===== src/rtc_alarm_regs.svh =====
// register offsets, field positions, reset values and timing counts of the alarm and backup block
// assumes a 25 MHz system clock and an 8-bit register port in front of it
`ifndef RTC_ALARM_REGS_SVH
`define RTC_ALARM_REGS_SVH

// ************************************************************
// register offsets
// ************************************************************
`define ADDR_ALM_SEC 8'h08
`define ADDR_ALM_MIN 8'h09
`define ADDR_ALM_HOUR 8'h0a
`define ADDR_ALM_DATE 8'h0b
`define ADDR_ALM_MONTH 8'h0c
`define ADDR_ALM_WDAY 8'h0d
`define ADDR_INT_CTRL 8'h11
`define ADDR_CONFIG 8'h12
`define ADDR_STATUS 8'h13

// ************************************************************
// field positions
// ************************************************************
`define ALM_FIELD_EN_BIT 7
`define INT_ALM_EN_BIT 5
`define INT_PULSE_MODE_BIT 7
`define CFG_SWSEL_BIT 0
`define CFG_SERIAL_IN_BACKUP_DISABLE_BIT 1
`define STAT_ALM_FLAG_BIT 5

// ************************************************************
// bcd value masks below the field enable bit
// ************************************************************
`define MASK_SEC 8'h7f
`define MASK_MIN 8'h7f
`define MASK_HOUR 8'h3f
`define MASK_DATE 8'h3f
`define MASK_MONTH 8'h1f
`define MASK_WDAY 8'h07

// ************************************************************
// reset values
// ************************************************************
`define ALM_CMP_RST 8'h00
`define INT_CTRL_RST 8'h00
`define CONFIG_RST 2'h1
`define STATUS_RST 1'b0

// ************************************************************
// timing
// ************************************************************
`define CLK_FREQ_KHZ 25000
`define IRQ_PULSE_NS 10000
`define IRQ_PULSE_CYC ((`IRQ_PULSE_NS * `CLK_FREQ_KHZ) / 1000000)

`endif


===== src/rtc_alarm_pkg.sv =====
// types shared by the alarm and backup mode logic
// assumes rtc_alarm_regs.svh carries the numbers; this package holds only types
package rtc_alarm_pkg;

  // ************************************************************
  // carriers
  // ************************************************************
  // current time, all fields bcd
  typedef struct packed {
    logic [7:0] weekday;
    logic [7:0] month;
    logic [7:0] date;
    logic [7:0] hours;
    logic [7:0] minutes;
    logic [7:0] seconds;
  } rtc_time_s;

  // one register access from the serial front end
  typedef struct packed {
    logic wr;
    logic rd;
    logic [7:0] addr;
    logic [7:0] wdata;
  } reg_req_s;

  // supply comparator levels, all active high
  typedef struct packed {
    logic low_voltage_reset;
    logic below_trip;
    logic below_battery;
  } supply_s;

  // ************************************************************
  // interrupt output sequencer, gray along idle-pulse-hold
  // ************************************************************
  typedef enum logic [1:0] {
    IRQ_IDLE = 2'b00,
    IRQ_PULSE = 2'b01,
    IRQ_HOLD = 2'b11
  } irq_state_e;

  // whole state of the top module
  typedef struct packed {
    logic [5:0][7:0] cmp;
    logic [7:0] int_ctrl;
    logic [1:0] cfg;
    logic flag;
    irq_state_e st;
    logic [8:0] cnt;
    logic [7:0] rdata;
    logic rvalid;
    logic on_backup;
    logic bus_en;
    logic mem_en;
  } rtc_state_s;

endpackage


===== src/rtc_alarm_backup.sv =====
// alarm 0 comparison and backup mode selection of the real-time clock
// assumes a register front end that presents one access per cycle, and a
// timekeeper that pulses i_tick_1hz in the cycle the new bcd time is shown
`timescale 1ns/1ps
`include "rtc_alarm_regs.svh"

module rtc_alarm_backup
  import rtc_alarm_pkg::*;
(
  input wire logic i_clk_sys,
  input wire logic i_rst_b,
  input wire reg_req_s i_req,
  input wire rtc_time_s i_time,
  input wire logic i_tick_1hz,
  input wire supply_s i_supply,
  output logic [7:0] o_rdata,
  output logic o_rvalid,
  output logic o_bus_enable,
  output logic o_mem_enable,
  output logic o_on_backup,
  output logic o_alarm_flag,
  output logic o_alarm_irq_b
);

  // ************************************************************
  // local constants
  // ************************************************************
  localparam logic [8:0] PULSE_LEN = 9'(`IRQ_PULSE_CYC); // pulse width in cycles
  localparam logic [3:0] IDX_NONE = 4'hf; // unmapped address
  localparam logic [3:0] IDX_INT = 4'h6; // interrupt control index
  localparam logic [3:0] IDX_CFG = 4'h7; // backup config index
  localparam logic [3:0] IDX_STAT = 4'h8; // status index

  // ************************************************************
  // address decode, shared by write and read paths
  // ************************************************************
  function automatic logic [3:0] reg_index(input logic [7:0] addr);
    logic [3:0] idx;
    idx = IDX_NONE;
    case (addr)
      `ADDR_ALM_SEC: idx = 4'h0;
      `ADDR_ALM_MIN: idx = 4'h1;
      `ADDR_ALM_HOUR: idx = 4'h2;
      `ADDR_ALM_DATE: idx = 4'h3;
      `ADDR_ALM_MONTH: idx = 4'h4;
      `ADDR_ALM_WDAY: idx = 4'h5;
      `ADDR_INT_CTRL: idx = IDX_INT;
      `ADDR_CONFIG: idx = IDX_CFG;
      `ADDR_STATUS: idx = IDX_STAT;
      default: idx = IDX_NONE;
    endcase
    return idx;
  endfunction

  // ************************************************************
  // state
  // ************************************************************
  rtc_state_s state_q; // every flip-flop of the block
  rtc_state_s state_d; // next value of the above
  logic [5:0][7:0] cur_field; // live time, one byte per field
  logic [5:0][7:0] field_mask; // bcd mask per field
  logic [5:0] field_used; // field enable seen
  logic [5:0] field_hit; // field agrees or is disabled
  logic alarm_match; // all enabled fields agree
  logic alarm_allowed; // alarm may fire in this power state
  logic alarm_event; // one-cycle match on a time step
  logic legacy_mode; // switchover_select chosen
  logic serial_in_backup_disable; // second config bit
  logic backup_now; // supply has moved to the battery
  logic bus_now; // serial bus may answer
  logic mem_now; // nonvolatile memory reachable
  logic [3:0] wr_idx; // decoded write target
  logic [3:0] rd_idx; // decoded read target
  logic bus_wr; // accepted write
  logic bus_rd; // accepted read
  logic flag_clear; // host clears the alarm flag

  // ************************************************************
  // field compare units
  // ************************************************************
  // field order matches the compare register order
  always_comb begin
    cur_field[0] = i_time.seconds;
    cur_field[1] = i_time.minutes;
    cur_field[2] = i_time.hours;
    cur_field[3] = i_time.date;
    cur_field[4] = i_time.month;
    cur_field[5] = i_time.weekday;
    field_mask[0] = `MASK_SEC;
    field_mask[1] = `MASK_MIN;
    field_mask[2] = `MASK_HOUR;
    field_mask[3] = `MASK_DATE;
    field_mask[4] = `MASK_MONTH;
    field_mask[5] = `MASK_WDAY;
  end

  genvar gi;
  generate
    for (gi = 0; gi < 6; gi++) begin : g_field
      rtc_alarm_field u_field (
        .i_cmp(state_q.cmp[gi]),
        .i_cur(cur_field[gi]),
        .i_mask(field_mask[gi]),
        .o_used(field_used[gi]),
        .o_hit(field_hit[gi])
      );
    end
  endgenerate

  // ************************************************************
  // backup mode selection
  // ************************************************************
  // supply comparators decide, config bits only steer which ones count
  always_comb begin
    legacy_mode = state_q.cfg[`CFG_SWSEL_BIT];
    serial_in_backup_disable = state_q.cfg[`CFG_SERIAL_IN_BACKUP_DISABLE_BIT];
    // legacy switches when main drops under battery, standard at trip level
    if (legacy_mode) begin
      backup_now = i_supply.below_battery;
    end else begin
      backup_now = i_supply.below_trip;
    end
    // bus and memory gating per mode
    case ({serial_in_backup_disable, legacy_mode})
      2'b00: begin
        bus_now = !backup_now;
        mem_now = !backup_now;
      end
      2'b01: begin
        bus_now = 1'b1;
        mem_now = 1'b1;
      end
      2'b10: begin
        bus_now = !backup_now;
        mem_now = !backup_now;
      end
      2'b11: begin
        // main must beat the battery as well as the reset level
        bus_now = !i_supply.below_battery;
        mem_now = !i_supply.below_battery;
      end
      default: begin
        bus_now = 1'b0;
        mem_now = 1'b0;
      end
    endcase
    // low voltage reset overrides every mode setting
    if (i_supply.low_voltage_reset) begin
      bus_now = 1'b0;
      mem_now = 1'b0;
    end
  end

  // ************************************************************
  // alarm match
  // ************************************************************
  // checked on every time step, so a seconds field can match too;
  // an all-disabled alarm never fires, else it would hit every second
  always_comb begin
    alarm_match = (&field_hit) && (|field_used);
    // standard backup silences everything but timekeeping
    alarm_allowed = !(state_q.on_backup && !legacy_mode);
    // host loads compares first, so enabling cannot catch a half-written set
    alarm_event = i_tick_1hz && alarm_match && alarm_allowed
      && state_q.int_ctrl[`INT_ALM_EN_BIT];
  end

  // ************************************************************
  // register access
  // ************************************************************
  // a disabled bus neither stores nor answers, as if the pins were dead
  always_comb begin
    bus_wr = i_req.wr && state_q.bus_en;
    bus_rd = i_req.rd && state_q.bus_en && !i_req.wr;
    wr_idx = reg_index(i_req.addr);
    rd_idx = reg_index(i_req.addr);
    flag_clear = bus_wr && (wr_idx == IDX_STAT) && !i_req.wdata[`STAT_ALM_FLAG_BIT];
  end

  // ************************************************************
  // next state
  // ************************************************************
  always_comb begin
    state_d = state_q;
    state_d.rvalid = 1'b0;
    // power state, registered so all users see one consistent view
    state_d.on_backup = backup_now;
    state_d.bus_en = bus_now;
    state_d.mem_en = mem_now;
    // writes
    if (bus_wr) begin
      if (wr_idx < IDX_INT) begin
        state_d.cmp[wr_idx[2:0]] = i_req.wdata;
      end else if (wr_idx == IDX_INT) begin
        state_d.int_ctrl = i_req.wdata;
      end else if (wr_idx == IDX_CFG) begin
        state_d.cfg = i_req.wdata[1:0];
      end else begin
        state_d.cfg = state_q.cfg; // status only clears the flag
      end
    end
    // reads, unmapped addresses and the unused bits of config and status answer zero
    if (bus_rd) begin
      state_d.rvalid = 1'b1;
      if (rd_idx < IDX_INT) begin
        state_d.rdata = state_q.cmp[rd_idx[2:0]];
      end else if (rd_idx == IDX_INT) begin
        state_d.rdata = state_q.int_ctrl;
      end else if (rd_idx == IDX_CFG) begin
        state_d.rdata = {6'h00, state_q.cfg};
      end else if (rd_idx == IDX_STAT) begin
        state_d.rdata = 8'h00;
        state_d.rdata[`STAT_ALM_FLAG_BIT] = state_q.flag;
      end else begin
        state_d.rdata = 8'h00;
      end
    end
    // flag: a match in the clearing cycle still lands
    if (flag_clear) begin
      state_d.flag = 1'b0;
    end
    if (alarm_event) begin
      state_d.flag = 1'b1;
    end
    // interrupt sequencer
    case (state_q.st)
      IRQ_IDLE: begin
        if (alarm_event) begin
          if (state_q.int_ctrl[`INT_PULSE_MODE_BIT]) begin
            state_d.st = IRQ_PULSE;
            state_d.cnt = PULSE_LEN;
          end else begin
            state_d.st = IRQ_HOLD;
          end
        end
      end
      IRQ_PULSE: begin
        // fixed width, then ready for the next periodic match
        if (state_q.cnt <= 9'h001) begin
          state_d.st = IRQ_IDLE;
          state_d.cnt = 9'h000;
        end else begin
          state_d.cnt = state_q.cnt - 9'h001;
        end
      end
      IRQ_HOLD: begin
        // one event stays asserted until the host clears the flag
        if (flag_clear && !alarm_event) begin
          state_d.st = IRQ_IDLE;
        end
      end
      default: begin
        state_d.st = IRQ_IDLE;
        state_d.cnt = 9'h000;
      end
    endcase
  end

  // ************************************************************
  // registers
  // ************************************************************
  // config resets to legacy switchover with bus in backup
  always_ff @(posedge i_clk_sys) begin
    if (!i_rst_b) begin
      state_q.cmp <= {6{`ALM_CMP_RST}};
      state_q.int_ctrl <= `INT_CTRL_RST;
      state_q.cfg <= `CONFIG_RST;
      state_q.flag <= `STATUS_RST;
      state_q.st <= IRQ_IDLE;
      state_q.cnt <= 9'h000;
      state_q.rdata <= 8'h00;
      state_q.rvalid <= 1'b0;
      state_q.on_backup <= 1'b0;
      state_q.bus_en <= 1'b0;
      state_q.mem_en <= 1'b0;
    end else begin
      state_q <= state_d;
    end
  end

  // ************************************************************
  // outputs
  // ************************************************************
  always_comb begin
    o_rdata = state_q.rdata;
    o_rvalid = state_q.rvalid;
    o_bus_enable = state_q.bus_en;
    o_mem_enable = state_q.mem_en;
    o_on_backup = state_q.on_backup;
    o_alarm_flag = state_q.flag;
    o_alarm_irq_b = (state_q.st == IRQ_IDLE);
  end

endmodule


===== src/rtc_alarm_field.sv =====
// one alarm comparison field: field enable plus masked bcd compare
// assumes the caller feeds the live time field and the field's bcd mask
`timescale 1ns/1ps
`include "rtc_alarm_regs.svh"

module rtc_alarm_field
  import rtc_alarm_pkg::*;
(
  input wire logic [7:0] i_cmp,
  input wire logic [7:0] i_cur,
  input wire logic [7:0] i_mask,
  output logic o_used,
  output logic o_hit
);

  // ************************************************************
  // compare
  // ************************************************************
  // a disabled field always agrees, so it drops out of the match
  always_comb begin
    o_used = i_cmp[`ALM_FIELD_EN_BIT];
    o_hit = !o_used || ((i_cmp & i_mask) == (i_cur & i_mask));
  end

endmodule


===== config.mk =====
export PLATFORM = sky130hd
export DESIGN_NAME = rtc_alarm_backup
export DESIGN_NICKNAME = d
export VERILOG_FILES = /design/src/rtc_alarm_pkg.sv /design/src/rtc_alarm_backup.sv /design/src/rtc_alarm_field.sv
export VERILOG_INCLUDE_DIRS = /design/src
export SDC_FILE = /design/constraint.sdc
export NUM_CORES = 1
export LEC_CHECK = 0
export ABC_AREA = 1
export BUFFER_PORTS_ARGS = -buffer_cell sky130_fd_sc_hd__buf_2
export CAP_MARGIN = 0
export CORE_MARGIN = 1.5
export CORE_UTILIZATION = 55
export DETAILED_ROUTE_END_ITERATION = 8
export PLACE_DENSITY = 0.79
export SLEW_MARGIN = 20
export SYNTH_ARGS = -nofsm -noshare
export SYNTH_HDL_FRONTEND = slang
export SYNTH_SLANG_ARGS = --single-unit

===== constraint.sdc =====
create_clock -name i_clk_sys -period 2.1 [get_ports i_clk_sys]
set_clock_uncertainty 0.1 [all_clocks]
set_input_delay 0 -clock i_clk_sys [delete_from_list [all_inputs] [get_ports i_clk_sys]]
set_output_delay 0 -clock i_clk_sys [all_outputs]
set_load 0.02 [all_outputs]

# Word level (Yosys, flattened, before mapping)
# Memories as Yosys holds them, arrays and structs flattened.
# Cells that the tools add are included.
op_classes:
  magnitude_cmp: 6
  n_reduce_logical: 44
  mux: 24
  n_bitwise: 4
  eq_ne: 21
  addsub: 1
ops:
  columns: ["op", "count"]
  rows:
  - ["48-bit bitwise mux", 1]
  - ["8-bit two-way mux", 4]
  - ["9-bit case mux with 3 select lines", 1]
  - ["8-bit binary-select mux with 3-bit select", 1]
  - ["8-bit demux with 3-bit select", 1]
  - ["9-bit two-way mux", 2]
  - ["4-bit by 3-bit == test with 1-bit output (second input constant)", 4]
  - ["7-bit == test", 2]
  - ["1-bit logical NOT", 13]
  - ["6-bit == test", 2]
  - ["1-bit logical AND", 12]
  - ["6-bit two-way mux", 2]
  - ["11-bit two-way mux", 1]
  - ["9-bit by 1-bit <= comparator with 1-bit output (second input constant)", 1]
  - ["3-bit AND reduction", 3]
  - ["9-bit by 1-bit subtractor with 9-bit output (second input constant)", 1]
  - ["4-bit == test (second input constant)", 2]
  - ["3-bit by 4-bit less-than comparator with 1-bit output (second input constant)", 2]
  - ["4-bit by 3-bit less-than comparator with 1-bit output (second input constant)", 2]
  - ["4-bit two-way mux", 2]
  - ["2-bit == test (second input constant)", 3]
  - ["1-bit logical OR", 6]
  - ["2-bit two-way mux", 3]
  - ["2-bit case mux with 3 select lines", 1]
  - ["17 further kinds", 28]
word_totals:
  word_cells: 117
  memories: 2
  reg_bits: 81
  rom_bits: 256
  in_bits: 72
mem_list:
  columns: ["memory", "words", "word_bits", "read_ports", "rd_ports_with_merged_regs", "wr", "line", "source"]
  rows:
  - ["(no name shown)", 32, 4, 1, 0, 0, "rtc_alarm_backup.sv:40", "case (addr)"]
  - ["(no name shown)", 32, 4, 1, 0, 0, "rtc_alarm_backup.sv:40", null]

# Longest topological paths before layout
# Gate-level depths: netlist of the first run.
depth:
  word_depth: 11
  mapped_depth: 17

# By module
# Synthesis of the first run repeated with hierarchy kept, for this count alone.
hier_totals:
  cells_unflattened: 875
  hier_area_um2: 5562.8
by_module_without_submodules:
  columns: ["mod", "cells_each", "instances", "area_per_inst_um2"]
  rows:
  - ["rtc_alarm_backup", 581, 1, 4384.2]
  - ["rtc_alarm_field", 49, 6, 196.4]

# Worst setup path before layout of the first run
# Ideal clock, no wire load.
synth_path:
  path_type: "flip-flop to flip-flop"
  start: "reg state_q[22] in the netlist's numbering"
  end: "reg state_q[17] in the netlist's numbering"
  setup_slack_ns: 0.311
  t_arrival_ns: 1.575
  period_less_slack_ns: 1.789
  path_stages_with_launch: 9
  cell_sequence: "dfxtp_1 -> nor2_1 -> inv_1 -> nor2_1 -> nor2_1 -> nand2_1 -> nand2_1 -> nand2_1 -> nor2_1"
synth_via:
  elab_chain_cells: 3
  word_cells_on_any_way: 8
  cone_classes: "4 x eq/ne; 1 x mux; 1 x bitwise; 2 x reduce/logical"
synth_lines:
  columns: ["item", "line", "source"]
  rows:
  - ["start, declared", "rtc_alarm_backup.sv:58", "rtc_state_s state_q;"]
  - ["start signal, assigned", "rtc_alarm_backup.sv:277", "state_q <= state_d;"]
  - ["2-bit logical NOT (*)", null, null]
  - ["net o_alarm_irq_b", "rtc_alarm_backup.sv:22", "output logic o_alarm_irq_b"]
  - ["2-bit by 1-bit inequality test with 1-bit output (no line)", null, null]
  - ["3-bit AND reduction (no line)", null, null]
# Mark *: on every way through the listed nets, which the timed path passes. The rest lies on a longest branch.
# A chain may end at the register's enable or synchronous reset.

# Worst setup path after layout of the first run
layout_path:
  start: "in i_req[8] in the netlist's numbering"
  end: "reg state_q, in the netlist serial_in_backup_disable"
layout_via:
  elab_chain_cells: 5
  word_cells_on_any_way: 8
  cone_classes: "1 x order compare; 2 x eq/ne; 1 x mux; 2 x bitwise; 1 x reduce/logical; 1 x memory"
layout_lines:
  columns: ["item", "line", "source"]
  rows:
  - ["start, declared", "rtc_alarm_backup.sv:12", "input wire reg_req_s i_req,"]
  - ["memory 32 x 4 bit (*)", null, null]
  - ["4-bit two-way mux (*)", "rtc_alarm_backup.sv:40", null]
  - ["4-bit by 3-bit less-than comparator with 1-bit output / 4-bit by 3-bit == test with 1-bit output (equally long branches)", "rtc_alarm_backup.sv:192, rtc_alarm_backup.sv:194", null]
  - ["1-bit inverter (no line)", null, null]
  - ["4-bit AND reduction (no line) (*)", null, null]
# Every way passes the cells marked *; elsewhere a longest branch is shown, timed or not.

==> results of run 1 <==
## power by group
| part | switching (mW) | internal, mW |
|---|---|---|
| Clock | 0.563 | 0.804 |
| Combinational | 0.162 | 0.110 |
| Sequential | 0.00330 | 1.54 |
## stage by stage
step                      std cells  setup slack, ps  hold WS [ps]  total power [mW]   util
after floorplan                 696              311         -20.7              1.72      -
after global placement          855              309          69.0              1.82  0.613
after detailed placement        855              169          72.4              1.83  0.613
after CTS                       885              168          73.9              3.20  0.661
after global routing            885             43.3          96.3              3.30  0.662
final                           885              208          82.4              3.18  0.662
## critical path, delay by kind of cell
family	cells	cell delay (ps)
AOI/OAI and AO/OA	2	250
and+or+nand+nor	6	680
buffers and inverters	5	920
adders and majority gates	1	180
## cells in the mapped netlist (all sizes together)
cell / n
clkinv: 1
inv: 88
dfxtp: 81
nor4: 1
ha: 4
buf: 21
xnor2: 8
a211oi: 1
xor2: 13
nand3b: 1
mux2i: 1
o21ai: 70
clkbuf: 9
a21oi: 100
or2: 5
o31ai: 2
nor2: 71
nand2: 177
nand3: 32
o211ai: 1
o21bai: 1
nand4: 2
nor3: 6
## logic make-up after synthesis
family | count (synthesis)
xor gates and xnor gates | 21
buffers and inverters | 119
and+or+nand+nor | 295
muxes | 1
adders and majority gates | 4
AOI/OAI and AO/OA | 175
DFF | 81
## final cells by class
cell class	instances	area, um^2
clock buffers	13	179
clock inverters	3	68.8
fillers	748	2750
inverters	89	334
multi-input cells	496	2450
flip-flops and latches	81	1620
well taps	105	131
repair buffers	98	606
## final timing paths
| path | slack (ps) | to | startpoint |
|---|---|---|---|
| worst max-delay path | 210 | serial_in_backup_disable | i_req[8] |
| worst min-delay path | 80 | state_q[63] | i_rst_b |
| worst min register to register | 360 | state_q[79] | state_q[79] |
| worst max register to register | 280 | state_q[13] | state_q[62] |
## per-layer routing
layer	vias up	track usage	share of wire
met5	-	0	0
met4	0	0.101	0.023
met3	21	0.0542	0.062
met2	149	0.499	0.48
met1	2127	0.361	0.44
li1	2379	-	-
## state kept, by name (all words and copies together) (netlist names)
register,count
legacy_mode,1
o_rdata,8
state_q,67
o_alarm_flag,1
o_on_backup,1
o_rvalid,1
o_mem_enable,1
serial_in_backup_disable,1
## timing repair
action | CTS | global route
hold buffers | 14 | 0
setup endpoints to repair | 0 | 10
resized for setup | 0 | 5
hold endpoints to repair | 51 | 0
==> reports/qor.csv, run 1 <==
stage,metric,value,unit
global_routing,grt_pass1_vias,4333,
logic_synthesis,synth_top_cell_by_area,dfxtp_1,
sta,rsz0062_at_grt,no,
placed_design,io_buffers,71,
die,die_width,94.3,um
clock_network,clkSinkCount,81,
sta,fmax,529,MHz
logic_synthesis,ys_types,36,
clock_network,numCtsBuffers,9,
die,ios,86,
detailed_routing,drc_errors,0,
die,chipHeight,94.3,um
sta,hold_viol,0,
placed_design,place_congestion,0.896,
global_routing,overflow,0,
clock_network,cts_max_path_buffers,2,
setup_path,arrival,2040,ps
cells_and_area,final_common_cell,nand2_1,
setup_path,ff2ff_path_depth,13,
power,p_leak,2.52,nW
logic_synthesis,syn-num-nets,772,
global_routing,grt_usage,0.290,
setup_path,crit_type,in -> reg,
sta,slew_violations,0,
clock_network,clk_pin_slew,80,ps
sta,finalCritPeriodShare,0.901,
logic_synthesis,synth.area.mux_share,0.00218,
power,power_density,591,nW/um^2
global_routing,grt_max_degree,37,
clock_network,htree_levels,3,
setup_path,end_kind,flop,
die,core.rowCount,33,
detailed_routing,vias,4676,
cells_and_area,diodes,0,
power,peakVddDrop,0.356,mV
global_routing,antenna_found_initial,0,
logic_synthesis,yosysSeqAreaShare,0.354,
logic_synthesis,synth_top_family_by_area,simple AND/OR/NAND/NOR gates,
logic_synthesis,yosys.area_share.adder,0.0109,
detailed_routing,wl_per_cell,13.7,um
placed_design,dpl_cell_area,4990,um^2
logic_synthesis,synthSimpleGateAreaFrac,0.282,
die,initial_core_util,0.564,
sta,fin_crit,1890,ps
run_status,outcome,completed,
setup_path,cp.required,2250,ps
global_routing,grt_pass1_wl,19.6,mm
logic_synthesis,synth.ff_latch_count,81,
sta,finalSetupViolCount,0,
sta,relSlewSlack,0.621,
logic_synthesis,yosysTopAreaCellShare,0.354,
cells_and_area,area_delta_synth_final,17.5,%
sta,tightest_slew,569,ps
clock_network,cts_tree,yes,
logic_synthesis,synth_compound_area_frac,0.196,
detailed_routing,viasPerCell,5.28,
clock_network,cts_setup_buffers,0,
placed_design,dp_hpwl,9.12,mm
setup_path,critPathSlowestCell,dlygate4sd3_1,
detailed_routing,wl,12.1,mm
detailed_routing,initialDrtViolationCount,381,
logic_synthesis,synth.area.top_cells,"dfxtp_1 (35%), nand2_1 (14%), a21oi_1 (11%)",
cells_and_area,final_area,5390,um^2
cells_and_area,nNetsFinal,851,
cells_and_area,drive_gt1_frac,0.179,
logic_synthesis,syn_area_per_cell,6.59,um^2
job,cap_violations,0,
logic_synthesis,synth_xor_area_frac,0.0401,
logic_synthesis,yosysWarningCount,0,
sta,finalSetupTns,0,ps
cells_and_area,layout.cells.most_common_list,"nand2_1 (166), a21oi_1 (98), inv_1 (82)",
clock_network,root_buffer,clkbuf_8,
setup_path,cp-start-kind,input port,
setup_path,crit_fanout,11,
die,die-area,8900,um^2
logic_synthesis,syn_area,4590,um^2
die,core_area,8130,um^2
setup_path,critical_path.max_stage_delay,550,ps
hold_path,holdPathStages,3,
detailed_routing,drt_pass1_iterations,5,
hold_path,hp-class,in -> reg,
clock_network,clock_latency,360,ps
logic_synthesis,synthCells,696,
detailed_routing,ant_nets,0,
setup_path,crit_path_cell_trace,buf_2 > inv_1 > ha_1 > inv_1 > nand2_1 > nand3_1 > nand2_1 > nand2_4 > inv_2 > nor2_2 > nand3_1 > o21ai_0 > a21oi_1 > dlygate4sd3_1,
(Power assumes the default switching activity.)
==> inputs of run 2 (changes only) <==
==> constraint.sdc (replaced) <==
create_clock -name i_clk_sys -period 2.1 [get_ports i_clk_sys]
set_clock_uncertainty 0.1 [all_clocks]
set_input_delay 0.21 -clock i_clk_sys [delete_from_list [all_inputs] [get_ports i_clk_sys]]
set_output_delay 0.21 -clock i_clk_sys [all_outputs]
set_load 0.02 [all_outputs]
==> run 2 against run 1 <==
- routed wire length rose by 0.36%
- cell area fell by 2.4%
- setup slack improved by 88 ps
- sequential power barely moved
- non-clock buffer count fell by 11
- fmax rose by 4.9%
- hold slack got worse by 63 ps
- flip-flop and latch count did not move
- die area did not move
- critical endpoint is now state_q[17]
- largest power group unchanged
==> reports/qor.csv, run 2 (same netlist as run 1, synthesis figures left out) <==
stage,metric,value,unit
die,ios,86,
placed_design,io_buffers,71,
sta,hold_viol,0,
cells_and_area,top_register,state_q,
job,cap_violations,0,
cells_and_area,area_delta_synth_final,14.6,%
power,peakVddDrop,0.395,mV
setup_path,cp-start-kind,flop,
detailed_routing,initialDrtViolationCount,389,
cells_and_area,nNetsFinal,840,
die,core_area,8130,um^2
global_routing,grt_max_degree,32,
detailed_routing,vias,4708,
cells_and_area,layout.cells.most_common_list,"nand2_1 (167), a21oi_1 (98), inv_1 (82)",
power,power_density,584,nW/um^2
sta,slew_violations,0,
setup_path,crit_end,state_q[17],
sta,finalCritPeriodShare,0.859,
cells_and_area,drive_gt1_frac,0.178,
die,initial_core_util,0.564,
sta,finalSetupTns,0,ps
global_routing,grt_pass1_vias,4146,
setup_path,cp.required,2290,ps
placed_design,pre_cts_slack,-8.97,ps
sta,rsz0062_at_grt,no,
sta,relSlewSlack,0.625,
sta,tightest_slew,562,ps
clock_network,clkSinkCount,81,
clock_network,htree_levels,3,
sta,fmax,554,MHz
power,combPwrFrac,0.083,
sta,setup_ws,296,ps
setup_path,r2r-start,state_q[45],
power,finalPower,3.07,mW
run_status,outcome,completed,
power,clkPwrFrac,0.415,
global_routing,grt_usage,0.283,
setup_path,ff2ff_path_depth,15,
power,swShare,0.242,
setup_path,crit_fanout,8,
power,power_frac_seq,0.502,
setup_path,crit_type,reg -> reg,
clock_network,cts_tree,yes,
cells_and_area,largest_reg_flops,67,
power,power.switching,0.743,mW
die,core.rowCount,33,
clock_network,clock_latency,360,ps
detailed_routing,ant_nets,0,
clock_network,numCtsBuffers,9,
detailed_routing,drc_errors,0,
global_routing,overflow,0,
hold_path,hp-class,in -> reg,
detailed_routing,wl_per_cell,14.0,um
setup_path,r2r_setup_slack,300,ps
setup_path,arrival,1990,ps
clock_network,cts_max_path_buffers,2,
global_routing,grt_pass1_wl,19.4,mm
cells_and_area,diodes,0,
global_routing,antenna_found_initial,0,
detailed_routing,wl,12.2,mm
setup_path,worstReg2RegEnd,state_q[17],
setup_path,end_kind,flop,
clock_network,clk_pin_slew,90,ps
setup_path,crit_start,state_q[45],
power,p_int,2.33,mW
die,die-area,8900,um^2
die,chipHeight,94.3,um
sta,fin_crit,1800,ps
sta,finalSetupViolCount,0,
die,die_width,94.3,um
detailed_routing,viasPerCell,5.39,
placed_design,place_congestion,0.915,
clock_network,root_buffer,clkbuf_8,
detailed_routing,drt_pass1_iterations,5,
cells_and_area,final_common_cell,nand2_1,
placed_design,dp_hpwl,9.24,mm
power,p_leak,2.45,nW
## run 2: changes by cell type in the layout (fill, tap and decap cells not counted), moves of 2 or more
cell / before / now
buf_12: 1 / 3
clkbuf_8: 13 / 10
clkinvlp_4: 0 / 2
dlygate4sd3_1: 14 / 1
nor2_1: 62 / 64
nor2_2: 4 / 2
## run 2: worst min-delay path by stage
stage,startpoint,end,slack (ps),cells past startpoint
3_5_place_dp,i_supply[2],o_mem_enable,280,2
3_3_place_gp,i_supply[2],o_mem_enable,280,2
2_1_floorplan,i_supply[2],o_mem_enable,190,1
5_1_grt,i_supply[0],o_on_backup,40,3
4_1_cts,i_supply[1],o_on_backup,10,3
6_report,i_supply[1],o_on_backup,20,3
## run 2: cell type report
class                      instances  area [um^2]
multi-input combinational        496         2440
clock buffer                      10          138
clock inverter                     5         80.1
sequential                        81         1620
timing repair buffer              87          515
inverter                          89          334
fill                             747         2880
tap                              105          131
## run 2: critical path, cell delays in order (launching register included)
cell and delay [ps]:
dfxtp_1 320, inv_1 120, nand2_1 70, nand2_1 60
nand2_1 50, nor2_1 120, nand2_1 80, nand2_1 60
nand2_1 60, nor2_1 120, nand2_1 130, nand2_2 90
nand2_2 110, nand2_1 90, nand2_1 50, nor2_1 100
## run 2: metrics by stage
| step | area, um^2 | cells | hold slack, ps | util |
|---|---|---|---|---|
| 2_1_floorplan | 4590 | 696 | 189 | - |
| 3_3_place_gp | 5030 | 857 | 279 | 0.618 |
| 3_5_place_dp | 5030 | 857 | 282 | 0.618 |
| 4_1_cts | 5260 | 873 | 14.8 | 0.646 |
| 5_1_grt | 5260 | 873 | 44.2 | 0.647 |
| 6_report | 5260 | 873 | 19.8 | 0.647 |
## run 2: repair_timing
item,CTS,global route
setup buffers,0,0
hold buffers,1,0
gates resized for setup,0,1
hold endpoints to repair,1,0
setup endpoints to repair,0,3
## run 2: routing by layer
metal,routed length (um),global-route usage,vias up
met2,5970,0.481,145
li1,-,-,2358
met5,0,0,-
met4,244,0.0933,0
met1,5280,0.363,2179
met3,691,0.0477,26
## run 2: power groups by stage
stage               logic [mW]  registers [mW]  clock network, mW
global placement         0.243            1.58                  0
global route             0.283            1.54               1.35
finish                   0.256            1.54               1.27
CTS                      0.254            1.54               1.28
floorplan                0.137            1.58                  0
detailed placement       0.251            1.58                  0
==> inputs of run 3 (changes only) <==
--- a/config.mk
+++ b/config.mk
@@ -13,7 +13,9 @@
 export CORE_UTILIZATION = 55
 export DETAILED_ROUTE_END_ITERATION = 8
 export PLACE_DENSITY = 0.79
+export RECOVER_POWER = 25
 export SLEW_MARGIN = 20
 export SYNTH_ARGS = -nofsm -noshare
 export SYNTH_HDL_FRONTEND = slang
 export SYNTH_SLANG_ARGS = --single-unit
+export TNS_END_PERCENT = 5
==> run 3 against run 2 <==
- register-to-register slack barely moved
- cell count did not move
- critical endpoint is now state_q[70]
- clock-buffer cell count did not move
- hold slack improved by 3.4 ps
- clock power barely moved
- non-clock buffer count did not move
==> reports/qor.csv, run 3 (same netlist as run 1, synthesis figures left out) <==
stage,metric,value,unit
global_routing,grt_usage,0.283,
sta,tightest_slew,585,ps
sta,relSlewSlack,0.610,
die,ios,86,
global_routing,grt_max_degree,32,
cells_and_area,nNetsFinal,840,
setup_path,r2r_setup_slack,310,ps
die,core.rowCount,33,
detailed_routing,drt_pass1_iterations,5,
setup_path,cp-start-kind,input port,
cells_and_area,multi_input_area,2430,um^2
setup_path,worstReg2RegEnd,state_q[13],
die,initial_core_util,0.564,
clock_network,cts_max_path_buffers,2,
job,cap_violations,0,
die,die_width,94.3,um
setup_path,r2r-start,state_q[62],
cells_and_area,largest_reg_flops,67,
cells_and_area,drive_gt1_frac,0.156,
sta,finalCritPeriodShare,0.870,
sta,setup_ws,274,ps
cells_and_area,layout.cells.most_common_list,"nand2_1 (167), a21oi_1 (98), inv_1 (82)",
detailed_routing,wl,12.2,mm
global_routing,grt_pass1_vias,4146,
placed_design,place_congestion,0.915,
placed_design,io_buffers,71,
detailed_routing,vias,4699,
global_routing,antenna_found_initial,0,
detailed_routing,viasPerCell,5.38,
sta,hold_viol,0,
clock_network,htree_levels,3,
cells_and_area,fillerInstances,757,
cells_and_area,top_register,state_q,
sta,finalSetupViolCount,0,
placed_design,placed_cells,857,
cells_and_area,seq_area,1620,um^2
die,core_area,8130,um^2
sta,rsz0062_at_grt,no,
detailed_routing,drc_errors,0,
detailed_routing,wl_per_cell,13.9,um
detailed_routing,initialDrtViolationCount,332,
power,finalPower,3.06,mW
clock_network,cts_setup_buffers,0,
clock_network,clkSinkCount,81,
die,die-area,8900,um^2
global_routing,grt_pass1_wl,19.4,mm
clock_network,cts_tree,yes,
cells_and_area,final_cells,873,
setup_path,crit_type,in -> reg,
run_status,outcome,completed,
clock_network,root_buffer,clkbuf_8,
detailed_routing,ant_nets,0,
cells_and_area,diodes,0,
placed_design,dp_hpwl,9.24,mm
power,power_density,586,nW/um^2
setup_path,arrival,2000,ps
power,p_leak,2.38,nW
sta,fin_crit,1830,ps
setup_path,ff2ff_path_depth,13,
power,peakVddDrop,0.395,mV
setup_path,cp.required,2280,ps
cells_and_area,area_delta_synth_final,13.9,%
clock_network,clock_latency,360,ps
sta,fmax,548,MHz
setup_path,crit_start,i_req[9],
sta,finalSetupTns,0,ps
die,chipHeight,94.3,um
placed_design,pre_cts_slack,-8.97,ps
clock_network,clk_pin_slew,90,ps
sta,slew_violations,0,
setup_path,crit_fanout,20,
clock_network,numCtsBuffers,9,
setup_path,end_kind,flop,
global_routing,overflow,0,
hold_path,hp-class,in -> reg,
cells_and_area,final_common_cell,nand2_1,
setup_path,crit_end,state_q[70],
-- run 3: changes by cell type in the layout (fill, tap and decap cells not counted), sizes merged --
cell	delta
buf	-17
clkbuf	+17
-- run 3: report_power, final --
part	total [mW]	switching (mW)	internal, mW
clock	1.26	0.572	0.693
sequential	1.54	0.00367	1.54
combinational	0.252	0.158	0.0943
-- run 3: area by class of cell --
cell class / instances / area share
Tap cell: 105 / 0.0251
Inverter: 89 / 0.0639
Timing Repair Buffer: 87 / 0.0936
Multi-Input combinational cell: 496 / 0.465
Sequential cell: 81 / 0.310
Clock buffer: 10 / 0.0263
Clock inverter: 5 / 0.0153
-- run 3: worst min path at each step --
stage | depth (start not counted) | end | startpoint
2_1_floorplan | 1 | o_mem_enable | i_supply[2]
3_3_place_gp | 2 | o_mem_enable | i_supply[2]
3_5_place_dp | 2 | o_mem_enable | i_supply[2]
4_1_cts | 3 | o_on_backup | i_supply[1]
5_1_grt | 3 | o_on_backup | i_supply[0]
6_report | 3 | o_on_backup | i_supply[1]
-- run 3: repair_timing --
item	in CTS	in global routing
setup endpoints to repair	0	3
endpoints found under the hold margin	1	0
hold buffers	1	0
resized for setup	0	1
-- run 3: layer usage --
layer  routed length (um)  track usage
met5                    0            0
met4                  244       0.0933
met3                  712       0.0477
met2                 5910        0.481
met1                 5310        0.363
-- run 3: critical path, cell delays in order --
cell      delay (ps)
clkbuf_1         110
inv_1            100
ha_1             140
inv_1             40
nand2_1           50
nand3_1           70
nand2_1          130
nand2_4          170
nor3_2           390
nand2_2          170
inv_2            200
o21ai_1           80
a21oi_1          150
-- run 3: metrics by stage --
step	area, um^2	util	hold WS (ps)
after global routing	5230	0.643	44.2
after detailed placement	5030	0.618	282
after floorplan	4590	-	189
after CTS	5260	0.646	14.8
after global placement	5030	0.618	279
final	5230	0.643	23.2
